==> config.mk <==
export PLATFORM = sky130hd
export DESIGN_NAME = vdc_host_flat
export DESIGN_NICKNAME = d
export VERILOG_FILES = /design/src/pkg/vdc_pkg.sv /design/src/pkg/vdc_link_if.sv /design/src/core/vdc_host.sv /design/src/flat_wrapper.sv
export SDC_FILE = /design/constraint.sdc
export NUM_CORES = 1
export LEC_CHECK = 0
export BUFFER_PORTS_ARGS = -buffer_cell sky130_fd_sc_hd__buf_2
export CAP_MARGIN = 20
export CORE_MARGIN = 5
export CORE_UTILIZATION = 45
export DETAILED_ROUTE_END_ITERATION = 16
export PLACE_DENSITY = 0.79
export SLEW_MARGIN = 40
export SYNTH_ARGS = -nofsm -noshare
export SYNTH_HDL_FRONTEND = slang
export SYNTH_SLANG_ARGS = --single-unit
export TNS_END_PERCENT = 1
==> constraint.sdc <==
create_clock -name hclk -period 3.7 [get_ports hclk]
set_input_delay 0.74 -clock hclk [delete_from_list [all_inputs] [get_ports hclk]]
set_output_delay 0.74 -clock hclk [all_outputs]
set_load 0.02 [all_outputs]
==> src/pkg/vdc_pkg.sv <==
// Shared constants, types and helpers for the dummy-cycle descriptor link.
// Assumes both ends run on one clock, hclk, and import this package whole.
package vdc_pkg;
    // Descriptor field positions.
    localparam int DESC_SUPPORT_BIT = 31;
    localparam int DESC_WIDTH_LSB = 29;
    localparam int DESC_ACCESS_BIT = 28;
    localparam int DESC_BYTE1_BIT = 27;
    localparam int DESC_LSB_POS_LSB = 24;
    localparam int DESC_LOCAL_LSB = 16;
    localparam int DESC_FLAG_8D8D8D = 23;
    localparam int DESC_FLAG_8S8S8S = 22;
    localparam int DESC_FLAG_4S4D4D = 21;
    localparam int DESC_FLAG_4S4S4S = 20;
    localparam int DESC_RD_OP_LSB = 8;
    localparam int DESC_WR_OP_LSB = 0;
    // Link command codes and timing.
    localparam logic [7:0] PARAM_READ_OP = 8'h5A;
    localparam logic [7:0] OP_NONE = 8'h00;
    localparam logic [3:0] PARAM_DUMMY_CYCLES = 4'h8;
    localparam logic [3:0] NO_DUMMY = 4'h0;
    localparam logic [7:0] SETTING_RESET = 8'h00;
    localparam int SETTING_BITS = 8;
    // Host register map, byte offsets on the bus.
    localparam logic [7:0] CTRL_OFS = 8'h00;
    localparam logic [7:0] STATUS_OFS = 8'h04;
    localparam logic [7:0] DESC_OFS = 8'h08;
    localparam logic [7:0] DATA_OFS = 8'h0C;
    localparam logic [7:0] ADDR_OFS = 8'h10;
    localparam int CTRL_START_BIT = 0;
    localparam int CTRL_OP_LSB = 1;
    localparam int CTRL_MODE_LSB = 4;
    localparam int STAT_BUSY_BIT = 0;
    localparam int STAT_DONE_BIT = 1;
    localparam int STAT_ERR_BIT = 2;
    localparam int STAT_VALID_BIT = 3;

    typedef enum logic [2:0] {
        M_1S1S1S = 3'h0,
        M_4S4S4S = 3'h1,
        M_4S4D4D = 3'h2,
        M_8S8S8S = 3'h3,
        M_8D8D8D = 3'h4
    } mode_t;

    typedef enum logic [1:0] {
        OP_FETCH = 2'h0,
        OP_READ = 2'h1,
        OP_WRITE = 2'h2
    } host_op_t;

    // Local register address taken from byte 0 or byte 1 of a link address.
    function automatic logic [7:0] local_addr_of(input logic [31:0] addr, input logic byte1);
        local_addr_of = byte1 ? addr[15:8] : addr[7:0];
    endfunction

    // Base address with the local register address laid into byte 0 or byte 1.
    function automatic logic [31:0] place_local_addr(input logic [31:0] base, input logic [7:0] loc,
                                                     input logic byte1);
        place_local_addr = byte1 ? {base[31:16], loc, base[7:0]} : {base[31:8], loc};
    endfunction

    // Whether the descriptor flags a mode for the direct command.
    function automatic logic mode_flagged(input logic [31:0] desc, input mode_t mode);
        case (mode)
            M_8D8D8D: mode_flagged = desc[DESC_FLAG_8D8D8D];
            M_8S8S8S: mode_flagged = desc[DESC_FLAG_8S8S8S];
            M_4S4D4D: mode_flagged = desc[DESC_FLAG_4S4D4D];
            M_4S4S4S: mode_flagged = desc[DESC_FLAG_4S4S4S];
            default: mode_flagged = 1'b0;
        endcase
    endfunction
endpackage

==> src/pkg/vdc_link_if.sv <==
// Word-level command link between the host controller and the memory device.
// Assumes both ends share hclk; the bench instantiates and connects it.
`timescale 1ns/1ps
interface vdc_link_if;
    import vdc_pkg::*;
    logic req;
    logic [7:0] opcode;
    logic [31:0] addr;
    mode_t mode;
    logic [7:0] wdata;
    logic ack;
    logic err;
    logic [31:0] rdata;

    modport host (output req, output opcode, output addr, output mode, output wdata,
                  input ack, input err, input rdata);
    modport dev (input req, input opcode, input addr, input mode, input wdata,
                 output ack, output err, output rdata);
endinterface

==> src/core/vdc_host.sv <==
// Host controller end: software orders a descriptor fetch or a setting access over AHB-Lite.
// Assumes a single AHB-Lite master, single word transfers, and the device end on the link.
//
// Register access over AHB-Lite and the register offsets were left to the implementer.
`timescale 1ns/1ps
module vdc_host
    import vdc_pkg::*;
(
    input wire logic hclk,
    input wire logic hresetn,
    input wire logic ce,
    input wire logic hsel,
    input wire logic [31:0] haddr,
    input wire logic [1:0] htrans,
    input wire logic hwrite,
    input wire logic [2:0] hsize,
    input wire logic [31:0] hwdata,
    input wire logic hready,
    output logic hreadyout,
    output logic [31:0] hrdata,
    output logic hresp,
    vdc_link_if.host link
);
    typedef enum logic [1:0] {
        H_IDLE = 2'h0,
        H_REQ = 2'h1
    } host_state_t;

    host_state_t state_reg, state_next;
    logic wr_pend_reg, wr_pend_next;
    logic [7:0] wr_ofs_reg, wr_ofs_next;
    logic [31:0] hrdata_reg, hrdata_next;
    host_op_t op_reg, op_next;
    mode_t mode_reg, mode_next;
    logic [31:0] base_reg, base_next;
    logic [7:0] data_reg, data_next;
    logic [31:0] desc_reg, desc_next;
    logic valid_reg, valid_next;
    logic done_reg, done_next;
    logic err_reg, err_next;
    logic req_reg, req_next;
    logic [7:0] opc_reg, opc_next;
    logic [31:0] laddr_reg, laddr_next;
    mode_t lmode_reg, lmode_next;
    logic [7:0] lwdata_reg, lwdata_next;
    logic ap_take;
    logic start;
    logic [31:0] status_word;
    logic [31:0] rd_mux;
    logic usable;

    // An address phase is taken only for a selected, active transfer while the bus is ready.
    assign ap_take = hsel && htrans[1] && hready;
    assign start = wr_pend_reg && wr_ofs_reg == CTRL_OFS && hwdata[CTRL_START_BIT] && state_reg == H_IDLE;
    assign status_word = {28'h000_0000, valid_reg, err_reg, done_reg, state_reg == H_REQ};

    // Read data is registered at the address phase, so it stands for the whole data phase.
    always_comb begin
        case (haddr[7:0])
            CTRL_OFS: rd_mux = {26'h000_0000, mode_reg, op_reg, 1'b0};
            STATUS_OFS: rd_mux = status_word;
            DESC_OFS: rd_mux = desc_reg;
            DATA_OFS: rd_mux = {24'h00_0000, data_reg};
            ADDR_OFS: rd_mux = base_reg;
            default: rd_mux = 32'h0000_0000;
        endcase
    end

    // The descriptor is only trusted once fetched and only while it reports support.
    assign usable = valid_reg && desc_reg[DESC_SUPPORT_BIT];

    // Bus slave: address phase capture and register writes in the data phase.
    always_comb begin
        wr_pend_next = ap_take && hwrite;
        wr_ofs_next = ap_take ? haddr[7:0] : wr_ofs_reg;
        hrdata_next = (ap_take && !hwrite) ? rd_mux : hrdata_reg;
        op_next = op_reg;
        mode_next = mode_reg;
        base_next = base_reg;
        data_next = data_reg;
        if (wr_pend_reg) begin
            case (wr_ofs_reg)
                CTRL_OFS: begin
                    if (state_reg == H_IDLE) begin
                        op_next = host_op_t'(hwdata[CTRL_OP_LSB +: 2]);
                        mode_next = mode_t'(hwdata[CTRL_MODE_LSB +: 3]);
                    end
                end
                DATA_OFS: data_next = hwdata[7:0];
                ADDR_OFS: base_next = hwdata;
                default: ;
            endcase
        end
        // A finished read overrides a software write to the data register.
        if (state_reg == H_REQ && link.ack && !link.err && op_reg == OP_READ) begin
            data_next = link.rdata[7:0];
        end
    end

    always_ff @(posedge hclk or negedge hresetn) begin
        if (!hresetn) begin
            wr_pend_reg <= 1'b0;
            wr_ofs_reg <= 8'h00;
            hrdata_reg <= 32'h0000_0000;
            op_reg <= OP_FETCH;
            mode_reg <= M_1S1S1S;
            base_reg <= 32'h0000_0000;
            data_reg <= 8'h00;
        end else if (ce) begin
            wr_pend_reg <= wr_pend_next;
            wr_ofs_reg <= wr_ofs_next;
            hrdata_reg <= hrdata_next;
            op_reg <= op_next;
            mode_reg <= mode_next;
            base_reg <= base_next;
            data_reg <= data_next;
        end
    end

    // Command sequencer: issues at most one link command per start and records its outcome.
    always_comb begin
        state_next = state_reg;
        desc_next = desc_reg;
        valid_next = valid_reg;
        done_next = done_reg;
        err_next = err_reg;
        req_next = req_reg;
        opc_next = opc_reg;
        laddr_next = laddr_reg;
        lmode_next = lmode_reg;
        lwdata_next = lwdata_reg;
        unique case (state_reg)
            H_IDLE: begin
                if (start) begin
                    done_next = 1'b0;
                    err_next = 1'b0;
                    lmode_next = mode_t'(hwdata[CTRL_MODE_LSB +: 3]);
                    lwdata_next = data_reg;
                    if (host_op_t'(hwdata[CTRL_OP_LSB +: 2]) == OP_FETCH) begin
                        opc_next = PARAM_READ_OP;
                        laddr_next = 32'h0000_0000;
                        req_next = 1'b1;
                        state_next = H_REQ;
                    end else if (!usable || hwdata[CTRL_OP_LSB +: 2] == 2'h3) begin
                        done_next = 1'b1;
                        err_next = 1'b1;
                    end else begin
                        // The op register is written this same edge; decode from the bus word.
                        opc_next = (hwdata[CTRL_OP_LSB +: 2] == 2'h1) ? desc_reg[DESC_RD_OP_LSB +: 8]
                                                                      : desc_reg[DESC_WR_OP_LSB +: 8];
                        laddr_next = desc_reg[DESC_ACCESS_BIT]
                            ? place_local_addr(base_reg, desc_reg[DESC_LOCAL_LSB +: 8],
                                               desc_reg[DESC_BYTE1_BIT])
                            : 32'h0000_0000;
                        req_next = 1'b1;
                        state_next = H_REQ;
                    end
                end
            end
            H_REQ: begin
                // A zero opcode is never sent; it ends at once as an error.
                if (opc_reg == OP_NONE) begin
                    req_next = 1'b0;
                    done_next = 1'b1;
                    err_next = 1'b1;
                    state_next = H_IDLE;
                end else if (link.ack) begin
                    req_next = 1'b0;
                    done_next = 1'b1;
                    err_next = link.err;
                    if (op_reg == OP_FETCH) begin
                        desc_next = link.rdata;
                        valid_next = !link.err;
                    end
                    state_next = H_IDLE;
                end
            end
            // Codes 2 and 3 are unused; fall back to idle should one ever appear.
            default: state_next = H_IDLE;
        endcase
    end

    always_ff @(posedge hclk or negedge hresetn) begin
        if (!hresetn) begin
            state_reg <= H_IDLE;
            desc_reg <= 32'h0000_0000;
            valid_reg <= 1'b0;
            done_reg <= 1'b0;
            err_reg <= 1'b0;
            req_reg <= 1'b0;
            opc_reg <= 8'h00;
            laddr_reg <= 32'h0000_0000;
            lmode_reg <= M_1S1S1S;
            lwdata_reg <= 8'h00;
        end else if (ce) begin
            state_reg <= state_next;
            desc_reg <= desc_next;
            valid_reg <= valid_next;
            done_reg <= done_next;
            err_reg <= err_next;
            req_reg <= req_next;
            opc_reg <= opc_next;
            laddr_reg <= laddr_next;
            lmode_reg <= lmode_next;
            lwdata_reg <= lwdata_next;
        end
    end

    // The slave never inserts wait states and never signals an error response.
    assign hreadyout = 1'b1;
    assign hresp = 1'b0;
    assign hrdata = hrdata_reg;
    assign link.req = req_reg && opc_reg != OP_NONE;
    assign link.opcode = opc_reg;
    assign link.addr = laddr_reg;
    assign link.mode = lmode_reg;
    assign link.wdata = lwdata_reg;
endmodule // vdc_host

==> src/flat_wrapper.sv <==
// flat-port wrapper written by rule: the top's interface ports become plain ports
module vdc_host_flat import vdc_pkg::*;
  (hclk, hresetn, ce, hsel, haddr, htrans, hwrite, hsize, hwdata, hready, hreadyout, hrdata, hresp, link_req, link_opcode, link_addr, link_mode, link_wdata, link_ack, link_err, link_rdata);
  vdc_link_if link_i ();
  input wire logic hclk;
  input wire logic hresetn;
  input wire logic ce;
  input wire logic hsel;
  input wire logic [31:0] haddr;
  input wire logic [1:0] htrans;
  input wire logic hwrite;
  input wire logic [2:0] hsize;
  input wire logic [31:0] hwdata;
  input wire logic hready;
  output logic hreadyout;
  output logic [31:0] hrdata;
  output logic hresp;
  output wire logic [$bits(link_i.req)-1:0] link_req;
  output wire logic [$bits(link_i.opcode)-1:0] link_opcode;
  output wire logic [$bits(link_i.addr)-1:0] link_addr;
  output wire logic [$bits(link_i.mode)-1:0] link_mode;
  output wire logic [$bits(link_i.wdata)-1:0] link_wdata;
  input wire logic [$bits(link_i.ack)-1:0] link_ack;
  input wire logic [$bits(link_i.err)-1:0] link_err;
  input wire logic [$bits(link_i.rdata)-1:0] link_rdata;
  assign link_req = link_i.req;
  assign link_opcode = link_i.opcode;
  assign link_addr = link_i.addr;
  assign link_mode = link_i.mode;
  assign link_wdata = link_i.wdata;
  assign link_i.ack = link_ack;
  assign link_i.err = link_err;
  assign link_i.rdata = link_rdata;
  vdc_host u_core (.hclk(hclk), .hresetn(hresetn), .ce(ce), .hsel(hsel), .haddr(haddr), .htrans(htrans), .hwrite(hwrite), .hsize(hsize), .hwdata(hwdata), .hready(hready), .hreadyout(hreadyout), .hrdata(hrdata), .hresp(hresp), .link(link_i));
endmodule
Word-level counts from Yosys, hierarchy flattened:

Cells that the tools add are included.

* eq/ne operators: 14
* muxes and demuxes: 32
* bitwise gates (word level): 1
* reductions and logical operators: 37

Operator list (count)
* 32-bit one-hot mux with 5 select lines: 1
* 32-bit two-way mux: 3
* 8-bit two-way mux: 6
* 8-bit by 4-bit equality test with 1-bit output (second input constant): 3
* 8-bit logical NOT: 3
* 8-bit by 5-bit equality test with 1-bit output (second input constant): 2
* 16-bit two-way mux: 1
* 4-bit AND reduction: 4
* 1-bit logical AND: 12
* 1-bit two-way mux: 12
* 2-bit two-way mux: 5
* 5-bit AND reduction: 2
* 3-bit AND reduction: 3
* 8-bit by 3-bit equality test with 1-bit output (second input constant): 1
* 8-bit nonzero test: 1
* 2-bit by 1-bit equality test with 1-bit output (second input constant): 3
* 2-bit logical NOT: 3
* 3-bit != test (second input constant): 2
* 1-bit one-hot mux with 2 select lines: 3
* 2-bit nonzero test: 3
* 2-bit by 1-bit != test with 1-bit output (second input constant): 2
* 2-bit one-hot mux with 2 select lines: 1
* 2-bit AND reduction: 2
* 1-bit logical NOT: 3
* other kinds (3): 3

* register bits: 175
* bits of input ports: 109
* output and inout bits: 86
* logic and storage cells: 101

Longest topological paths before layout:

Gate-level depths: netlist (run 1).

* word-level depth: 7
* depth in mapped cells: 6
* mapped depth without buffers: 4

Worst setup path before layout (run 1):

No wires, ideal clock.

* path kind: reg2out
* from: register u_core.opc_reg[1] (netlist: u_core.link.opcode[1])
* to: output link_req
* arrival: 1.516 ns
* data required time: 2.960 ns
* slack: 1.444 ns
* cell stages (with the launch flop): 4
* path buffers: 0
* cell sequence: dfrtp_1 -> or4_1 -> o21ai_0 -> inv_1

* word-level cells in the longest chain between the ends: 2

RTL lines
* start, declared: RTL line vdc_host.sv:42 `logic [7:0] opc_reg, opc_next;`
* start signal, assigned: RTL line vdc_host.sv:202 `opc_reg <= opc_next;`
* 8-bit nonzero test: RTL line vdc_host.sv:213 `assign link.req = req_reg && opc_reg != OP_NONE;`
* 1-bit logical AND: RTL line vdc_host.sv:213
* end, declared: RTL line flat_wrapper.sv:18 `output wire logic [$bits(link_i.req)-1:0] link_req;`

No other way between the ends.

Worst setup path after layout (run 1):

* from: register u_core.opc_reg[0] (netlist: u_core.link.opcode[0])
* to: output link_req

The elaborated chain is that of the path after synthesis.

==> results of run 1 <==
layout make-up:
cell class | instances | area, µm² | share of cell area (%)
clock inverter | 12 | 138 | 1.48
tap | 220 | 275 | 2.97
inverter | 24 | 90.1 | 0.971
sequential | 173 | 4330 | 46.7
clock buffer | 19 | 443 | 4.77
timing repair buffer | 177 | 947 | 10.2
multi-input combinational | 377 | 3060 | 32.9
logic make-up (layout without fill, tap and decap cells):
family | after synthesis | in the layout | synth area share [%]
DFF | 173 | 173 | 56.2
muxes | 170 | 170 | 24.7
and+or+nand+nor | 117 | 117 | 7.65
AOI/OAI and AO/OA | 88 | 88 | 7.21
buffers and inverters | 60 | 232 | 4.16
other | 2 | 2 | 0.0975
through the flow:
stage / utilization, % / hold slack, ns / instances / worst slack, ns / total power (W)
after floorplan: - / 0.444 / 610 / 1.44 / 0.00215
final: 55.6 / 0.359 / 1002 / 0.747 / 0.00402
after global placement: 52.0 / 0.460 / 970 / 0.940 / 0.00229
after CTS: 55.5 / 0.391 / 1002 / 0.752 / 0.00406
after detailed placement: 52.1 / 0.466 / 971 / 0.905 / 0.00230
after global routing: 55.6 / 0.412 / 1002 / 0.676 / 0.00419
worst paths after layout:
check | from | end | slack (ns)
setup / recovery | u_core.link.opcode[0] | link_req | 0.75
hold / removal | hresetn | u_core.link.addr[26] | 0.36
setup reg to reg | u_core.wr_ofs_reg[5] | u_core.link.addr[25] | 1.17
hold reg to reg | u_core.hrdata[5] | u_core.hrdata[5] | 0.48
max in group asynchronous | hresetn | u_core.data_reg[4] | 2.52
min in group hclk | u_core.hrdata[5] | u_core.hrdata[5] | 0.48
worst max-delay path: stages (launching register included):
cell	delay, ns
dfrtp_1	0.41
or4_1	0.60
o21ai_0	0.49
inv_1	0.11
buf_2	0.18
per-layer routing:
layer  vias to the layer above  global-route usage (%)  wire length [µm]
met5                         -                       0                20
met4                         2                    4.74               252
met3                        19                    5.08              1210
met2                       197                    32.2              9540
met1                      2727                    30.0              9070
li1                       2466                       -                 -
power by group through the flow:
stage / Sequential [W] / Clock, W / Combinational [W]
2_1_floorplan: 0.00205 / 0 / 0.000107
3_3_place_gp: 0.00204 / 0 / 0.000256
3_5_place_dp: 0.00204 / 0 / 0.000262
4_1_cts: 0.00200 / 0.00179 / 0.000263
5_1_grt: 0.00201 / 0.00189 / 0.000289
6_report: 0.00200 / 0.00176 / 0.000261
layout by cell type, fill, tap and decap left out, types with 3 or more instances in the layout:
cell	n
dfrtp_1	172
buf_2	163
mux2_2	118
nand2_1	66
mux2i_1	40
a22oi_1	30
o21ai_0	26
inv_1	24
nor2_1	22
o21ai_1	22
clkbuf_16	17
buf_4	11
mux2_1	9
nand3_1	5
nor2b_1	5
and4bb_2	3
nor3b_2	3
mux4_2	3
inv_6	3
clkinv_2	3
==> summary.md, run 1 <==
| Metric | Value |
|---|---|
| Status | `finished clean` |
| Antenna Cells | `0` |
| Type of the worst setup path | `reg2out` |
| Top post-synthesis cells by count | `dfrtp_1 (173), mux2_2 (118), nand2_1 (66)` |
| Fraction of registers with async set/reset | `100%` |
| Setup violations, final | `0` |
| CTS tree | `yes` |
| Period utilization | `79.8%` |
| Synth top area share | `56.2%` |
| Final Wtd Congestion | `0.808` |
| Top cells by area, synth | `dfrtp_1 (56%), mux2_2 (17%), mux2i_1 (5.2%)` |
| Core Area | `16700 µm²` |
| Die height | `141 µm` |
| Deepest clock path buffer count | `2` |
| Vias | `5411` |
| CTS sink count | `173` |
| Switching part of the total | `23.2%` |
| Post-Syn Area | `roughly 7700 µm²` |
| Max frequency | `339 MHz` |
| Largest net degree at the start of global routing | `84` |
| DP Area | `8700 µm²` |
| Slew headroom | `between 40% and 50%` |
| Fin. max-slew vios | `0` |
| DRC viols | `0` |
| CTS buffer count | `17` |
| Area delta synth->final | `20.5%` |
| Leading area contributor after synthesis | `dfrtp_1` |
| Dpl hpwl | `14500 µm` |
| Worst Path Arrival | `2.21 ns` |
| Max Cap Viol | `0` |
| Leak pwr | `4.61 nW` |
| PwrDens | `433 nW/µm²` |
| Die area | `19800 µm²` |
| Port Buffers | `164` |
| Min-Delay Path Class | `in2async` |
| Share of cells above drive strength 1 | `43.9%` |
| Int Power | `0.00309 W` |
| Initial core utilization | `46.1%` |
| Crit path time final | `2.95 ns` |
| Drt pass-1 iters | `5` |
| Post-CTS Setup Inserts | `0` |
| Max Clock Skew | `between 0.009 and 0.01 ns` |
| First-pass GRT wire length | `31900 µm` |
| Final Hold Vio Count | `0` |
| Unique masters post-synth | `41` |
| Final instance area | `9280 µm²` |
| Post-Syn Instances | `610` |
| Syn_nets | `roughly 720` |
| Number of synthesized flops with an enable pin | `0` |
| I/O Pins | `195` |
| Grt ovf | `0` |
| Syn_area_per_cell | `12.6 µm²` |
| GR Util All Layers | `20.8%` |
| Root Driver | `clkbuf_16` |
| Final TNS setup | `0 ns` |
| Logic pwr share | `6.5%` |
| Row Count | `47` |
| Post-CTS sizing | `0` |
| Avg WL per Cell | `20.1 µm` |
| Max VDD drop | `between 0.0003 and 0.0004 V` |
| Latest clock arrival within the worst-skew pair | `around 0.42 ns` |
| Via density | `5.40` |
| Hold_buf cts | `0` |
| RSZ-0062 raised after global routing | `false` |
| Sw power | `0.000934 W` |
| Drt first-iter violations | `280` |
| Critical Path RT | `2.96 ns` |
| Startpoint Class | `flip-flop` |
| Initial antenna violation count | `1` |
| Final ANT Viol Nets | `0` |
| Final wirelength | `about 20000 µm` |
| Worst Path Max Fanout | `4` |
| NumNets Final | `879` |
| Vias in the first global route | `roughly 5600` |
| H-tree levels | `4` |
| CP Capture Type | `output pin` |
| Filler instances | `1421` |
| Seq/Total Area, Yosys | `between 50% and 60%` |
| Proportion of power drawn by flip-flops and latches | `49.8%` |
| Ys flop type | `dfrtp_1` |
| Most common cell in the netlist | `dfrtp_1` |
| Yosys warnings | `0` |
| Worst reg2reg path depth | `5` |
| Clock share of power | `43.7%` |
| Slew @ Worst Pin | `0.784 ns` |
| CTS clk-pin slew, worst paths | `0.07 ns` |
| #FFs+latches synth | `173` |
| Die X-Extent | `141 µm` |
Power figures use the tool's default switching activity.
==> inputs of run 2 (changes only) <==
Settings changed: ABC_AREA from default to 1.
Clock period 3.7 ns to 2.95 ns, I/O delays scaled along.
==> run 2 against run 1 <==
  * First-iteration DRC count increased by 86%
  * Worst hold slack got worse by 0.26 ns
  * Setup slack improved by 0.12 ns
  * Clock skew decreased by 0.0010 ns
  * Largest cell class unchanged
  * Largest power group unchanged
  * Count of clock-buffer cells in the layout increased by 2
  * Critical path type unchanged
==> summary.md, run 2 <==
| Metric | Value |
|---|---|
| Status | `finished clean` |
| Type of the worst setup path | `reg2out` |
| Post-CTS sizing | `0` |
| Commonest non-fill, non-tap cell in the layout | `nand2_1` |
| Top cells by area, synth | `dfrtp_1 (55%), nand2_1 (17%), o21ai_0 (6.3%)` |
| Drt pass-1 iters | `5` |
| Clock share of power | `43.3%` |
| Vias | `roughly 7000` |
| Slew headroom | `around half` |
| Root Driver | `clkbuf_16` |
| Syn_area_per_cell | `8.02 µm²` |
| Area delta synth->final | `19.9%` |
| Critical Path RT | `2.36 ns` |
| Leading area contributor after synthesis | `dfrtp_1` |
| Most common cell in the netlist | `nand2_1` |
| Port Buffers | `between 150 and 200` |
| Most frequent cells in the layout | `nand2_1 (368), dfrtp_1 (172), buf_2 (163), inv_1 (101), o21ai_0 (100)` |
| Final wirelength | `around 22000 µm` |
| Worst setup margin | `between 0.8 and 0.9 ns` |
| NumNets Final | `1248` |
| Met2 Use GR | `34.1%` |
| CP Capture Type | `output pin` |
| I/O Pins | `195` |
| #FFs+latches synth | `173` |
| Met3 Usage GRT | `around 5.2%` |
| Top post-synthesis cells by count | `nand2_1 (368), dfrtp_1 (173), inv_1 (101)` |
| PwrDens | `551 nW/µm²` |
| Crit path time final | `2.08 ns` |
| Grt ovf | `0` |
| Post-Syn Instances | `987` |
| Switching part of the total | `24.8%` |
| Min-Delay Path Class | `in2async` |
| Die area | `~20000 µm²` |
| First-pass GRT wire length | `34600 µm` |
| Core Area | `17300 µm²` |
| Synth top area share | `around 55%` |
| Crit-path leading delay family | `simple AND/OR/NAND/NOR gates` |
| Final ANT Viol Nets | `0` |
| Setup violations, final | `0` |
| Largest net degree at the start of global routing | `71` |
| M1 GR Usage | `30.3%` |
| Proportion of power drawn by flip-flops and latches | `49.1%` |
| Worst path cell trace | `inv_1, nand2_1, nor2_1, nand2_1, nand2_1, inv_1, buf_2` |
| Dpl hpwl | `15900 µm` |
| Hold_buf cts | `0` |
| Syn_nets | `1096` |
| Critical path buffers and inverters | `3` |
| Logic pwr share | `7.6%` |
| DRC viols | `0` |
| Die X-Extent | `about 140 µm` |
| CTS clk-pin slew, worst paths | `0.06 ns` |
| Final Wtd Congestion | `roughly 0.9` |
| Critical Path Most Common Cell | `nand2_1` |
| Avg WL per Cell | `15.7 µm` |
| Initial antenna violation count | `0` |
| Deepest clock path buffer count | `2` |
| RSZ-0062 raised after global routing | `false` |
| Row Count | `48` |
| CTS buffer count | `17` |
| Ys flop type | `dfrtp_1` |
| Yosys warnings | `0` |
| Fraction of registers with async set/reset | `100%` |
| Worst Path Arrival | `about 1.5 ns` |
| Via density | `5.00` |
| R2R setup slack | `about 1.1 ns` |
| Initial core utilization | `45.7%` |
| Leak pwr | `around 5.3 nW` |
| Share of cells above drive strength 1 | `21.8%` |
| Antenna Cells | `0` |
| Slew @ Worst Pin | `between 0.7 and 0.8 ns` |
| Post-Syn Area | `a little under 8000 µm²` |
| Final TNS setup | `0 ns` |
| Critical Path Slowest Stage Cell | `dfrtp_1` |
| Final Hold Vio Count | `0` |
| H-tree levels | `4` |
| Layer with the highest usage | `met2` |
| GR Util All Layers | `between 20% and 30%` |
| Slowest stage delay, CP | `just under 0.4 ns` |
| Filler instances | `1650` |
| Latest clock arrival within the worst-skew pair | `0.42 ns` |
| Post-CTS Setup Inserts | `0` |
| Max Clock Skew | `0.00891 ns` |
| Sw power | `0.00130 W` |
| Max frequency | `481 MHz` |
| Post-place setup slack | `0.792 ns` |
| Fin. max-slew vios | `0` |
| Vias in the first global route | `6632` |
| Worst Path Max Fanout | `3` |
| CTS tree | `yes` |
| Max VDD drop | `0.000388 V` |
| Unique masters post-synth | `24` |
| CTS sink count | `173` |
| Die height | `143 µm` |
| Int Power | `0.00393 W` |
| Number of synthesized flops with an enable pin | `0` |
| Max Cap Viol | `0` |
| Period utilization | `70.5%` |
| Drt first-iter violations | `522` |
| Startpoint Class | `flip-flop` |
| Seq/Total Area, Yosys | `a little over half` |
run 2: cell types whose count changed after synthesis, sizes merged, moves of 26 or more:
| cell | delta |
|---|---|
| o21ai | +107 |
| a22oi | -30 |
| nand3 | +35 |
| inv | +81 |
| mux2 | -127 |
| nand2 | +305 |
| mux2i | -40 |
| nor2 | +26 |
run 2: power by group through the flow:
stage               Combinational, W  Sequential (W)  Clock, W
floorplan                   0.000188         0.00261         0
detailed placement          0.000403         0.00261         0
global route                0.000457         0.00257   0.00240
finish                      0.000398         0.00257   0.00226
CTS                         0.000404         0.00256   0.00230
global placement            0.000392         0.00260         0
run 2: worst paths after layout:
path,start,to,cells after the start
max,u_core.link.opcode[5],link_req,7
min,hresetn,u_core.link.mode[0],1
max reg2reg,u_core.wr_ofs_reg[1],u_core.link.wdata[3],8
min reg2reg,u_core.hrdata[12],u_core.hrdata[12],2
max in group asynchronous,hresetn,u_core.link.addr[29],2
min in group hclk,link_rdata[24],u_core.desc_reg[24],3
run 2: per-layer routing:
metal / share of wire [%] / up-vias / wire [µm]
li1: - / 3420 / -
met5: 0 / - / 0
met4: 1.4 / 0 / 292
met1: 44 / 3207 / 9450
met2: 47 / 239 / 10100
met3: 8.1 / 25 / 1760
run 2: area by class of cell:
type	count	area (µm²)	share of cell area, %
multi-input combinational	659	2910	30.7
clock inverter	11	131	1.38
timing repair buffer	182	975	10.3
tap	225	282	2.97
inverter	106	398	4.19
clock buffer	21	460	4.85
sequential	173	4330	45.6
run 2: cells by family after synthesis:
group                  count (synthesis)  synth area share [%]
buffers and inverters                155                  8.49
other                                  2                0.0949
AOI/OAI and AO/OA                    188                  13.1
and+or+nand+nor                      469                  23.6
DFF                                  173                  54.7
run 2: per-stage QoR:
stage               area, µm²  hold slack [ns]  power [W]  std cells  utilization [%]
finish                   9490           0.0978    0.00522       1377             54.9
floorplan                7910            0.294    0.00280        987                -
global route             9490            0.127    0.00544       1377             54.9
detailed placement       8900            0.460    0.00301       1345             51.4
CTS                      9490            0.111    0.00527       1377             54.9
global placement         8900            0.459    0.00300       1345             51.4
run 2: worst reg2reg max path, delay by kind of cell, from the launching register on:
kind          cells  cell delay [ns]
flops             1             0.38
buf+inv           1             0.21
simple gates      7             1.19
==> inputs of run 3 (changes only) <==
Settings changed: ABC_AREA 1 to 0.
Clock period 2.95 ns to 2 ns, I/O delays scaled along.
==> run 3 against run 2 <==
  * Via count decreased by 19%
  * Combinational power increased by 30%
  * Register-to-register slack got worse by 1.1 ns
  * The run now ends with negative setup slack left
  * Critical path type unchanged
  * Largest cell class unchanged
  * Final cell count decreased by 25%
  * Core utilization increased by 3.4 points
  * Clock power increased by 41%
  * Largest power group unchanged
  * Final area increased by 2.5%
==> summary.md, run 3 (synthesized netlist as in run 1, its figures left out) <==
| Metric | Value |
|---|---|
| Final instance area | `9720 µm²` |
| Area delta synth->final | `26.3%` |
| Crit path time final | `about 2.1 ns` |
| Min-Delay Path Class | `in2reg` |
| Die area | `between 15000 and 20000 µm²` |
| H-tree levels | `4` |
| CP Capture Type | `output pin` |
| Final wirelength | `21000 µm` |
| CTS buffer count | `17` |
| RR Startpoint | `u_core.link.opcode[5]` |
| Latest clock arrival within the worst-skew pair | `0.43 ns` |
| Share of cells above drive strength 1 | `between 40 and 50%` |
| Grt ovf | `0` |
| Port Buffers | `164` |
| Final Wtd Congestion | `0.817` |
| Type of the worst setup path | `reg2out` |
| Vias | `5576` |
| DP Area | `around 9000 µm²` |
| Drt pass-1 iters | `6` |
| CTS tree | `yes` |
| Via density | `5.41` |
| Initial antenna violation count | `0` |
| Period utilization | `107%` |
| Max Cap Viol | `0` |
| Dpl hpwl | `15200 µm` |
| Root Driver | `clkbuf_16` |
| R2R setup slack | `-0.03 ns` |
| Final ANT Viol Nets | `0` |
| Register area | `between 4000 and 5000 µm²` |
| Core Area | `16700 µm²` |
| Worst Path Arrival | `between 1.5 and 2 ns` |
| Failing checks | `negative setup slack` |
| I/O Pins | `195` |
| Layout Utilization | `58.2%` |
| Die height | `141 µm` |
| Max frequency | `466 MHz` |
| DRC viols | `0` |
| PwrDens | `763 nW/µm²` |
| Worst Min Path Start | `link_err` |
| First-pass GRT wire length | `32500 µm` |
| Avg WL per Cell | `~20 µm` |
| Area used by multi-input combinational logic | `between 3000 and 4000 µm²` |
| Final Hold Vio Count | `0` |
| Worst reg2reg path depth | `5` |
| Max Clock Skew | `0.00854 ns` |
| Setup violations, final | `13` |
| CTS sink count | `173` |
| Worst setup margin | `-0.145 ns` |
| Die X-Extent | `around 140 µm` |
| NumNets Final | `906` |
| Hold Path End | `u_core.valid_reg` |
| Initial core utilization | `46.1%` |
| Critical Path RT | `1.60 ns` |
| Fin. max-slew vios | `0` |
| Drt first-iter violations | `303` |
| RSZ-0062 raised after global routing | `true` |
| Filler instances | `1370` |
| GR Util All Layers | `21.4%` |
| Deepest clock path buffer count | `2` |
| Worst r2r dst | `u_core.desc_reg[15]` |
| Most frequent cells in the layout | `dfrtp_1 (173), buf_2 (162), mux2_2 (100), nand2_1 (66), mux2i_1 (38)` |
| Status | `complete, but fails checks` |
| Min-Delay Path Depth | `2` |
| Commonest non-fill, non-tap cell in the layout | `dfrtp_1` |
| Startpoint Class | `flip-flop` |
| Worst Path Max Fanout | `2` |
| Vias in the first global route | `~5700` |
| CTS clk-pin slew, worst paths | `0.07 ns` |
| Row Count | `47` |
| Largest net degree at the start of global routing | `53` |
| Leak pwr | `about 4.8 nW` |
| Max VDD drop | `0.000644 V` |
[run 3: worst max path at each step]
stage	startpoint	to	slack (ns)	depth (start not counted)
global route	u_core.link.opcode[5]	link_req	-0.21	4
detailed placement	u_core.wr_ofs_reg[1]	u_core.link.addr[22]	0.03	6
floorplan	u_core.link.opcode[1]	u_core.desc_reg[0]	0.05	4
CTS	u_core.link.opcode[0]	link_req	-0.16	4
global placement	u_core.wr_ofs_reg[5]	u_core.link.opcode[5]	0.08	5
finish	u_core.link.opcode[5]	link_req	-0.14	4
[run 3: cell type report]
| cell class | instances | share of cell area, % |
|---|---|---|
| flip-flops and latches | 173 | 44.5 |
| multi-input cells | 377 | 32.6 |
| repair buffers | 204 | 13.3 |
| clock buffers | 20 | 4.70 |
| well taps | 220 | 2.83 |
| clock inverters | 12 | 1.13 |
| inverters | 24 | 0.927 |
| diodes | 1 | 0.0257 |
[run 3: metal layers]
metal / up-vias / wire, µm / global-route usage [%]
met5: - / 0 / 0
met4: 0 / 274 / 5.76
met3: 24 / 1740 / 6.20
met2: 228 / 10100 / 33.8
met1: 2802 / 8930 / 29.0
li1: 2522 / - / -
[run 3: worst max-delay path, stage by stage (launching register included)]
cell,delay (ns)
dfrtp_1,0.38
or4_4,0.56
o21ai_4,0.19
inv_2,0.06
buf_6,0.13
[run 3: repair_timing]
action,in CTS,in global routing
pin swaps,4,2
gates cloned,0,0
hold endpoints to repair,37,0
hold buffers,1,0
setup endpoints to repair,1,73
setup buffers,2,2
resized for setup,7,26
[run 3: per-stage QoR]
stage	hold slack (ns)	setup slack [ns]	total power, W	cells	TNS, ns
4_1_cts	0.172	-0.156	0.00747	1028	-0.361
3_5_place_dp	0.345	0.0284	0.00428	993	0
5_1_grt	0.190	-0.214	0.00770	1030	-3.28
3_3_place_gp	0.343	0.0766	0.00426	993	0
6_report	0.196	-0.145	0.00742	1031	-0.359
2_1_floorplan	0.104	0.0483	0.00398	610	0
[run 3: report_power, final]
| part | switching (W) | leakage, nW | total (W) | internal, W |
|---|---|---|---|---|
| Sequential | 0.000100 | 2.30 | 0.00372 | 0.00362 |
| Clock | 0.00140 | 0.275 | 0.00319 | 0.00179 |
| Combinational | 0.000283 | 2.27 | 0.000518 | 0.000235 |
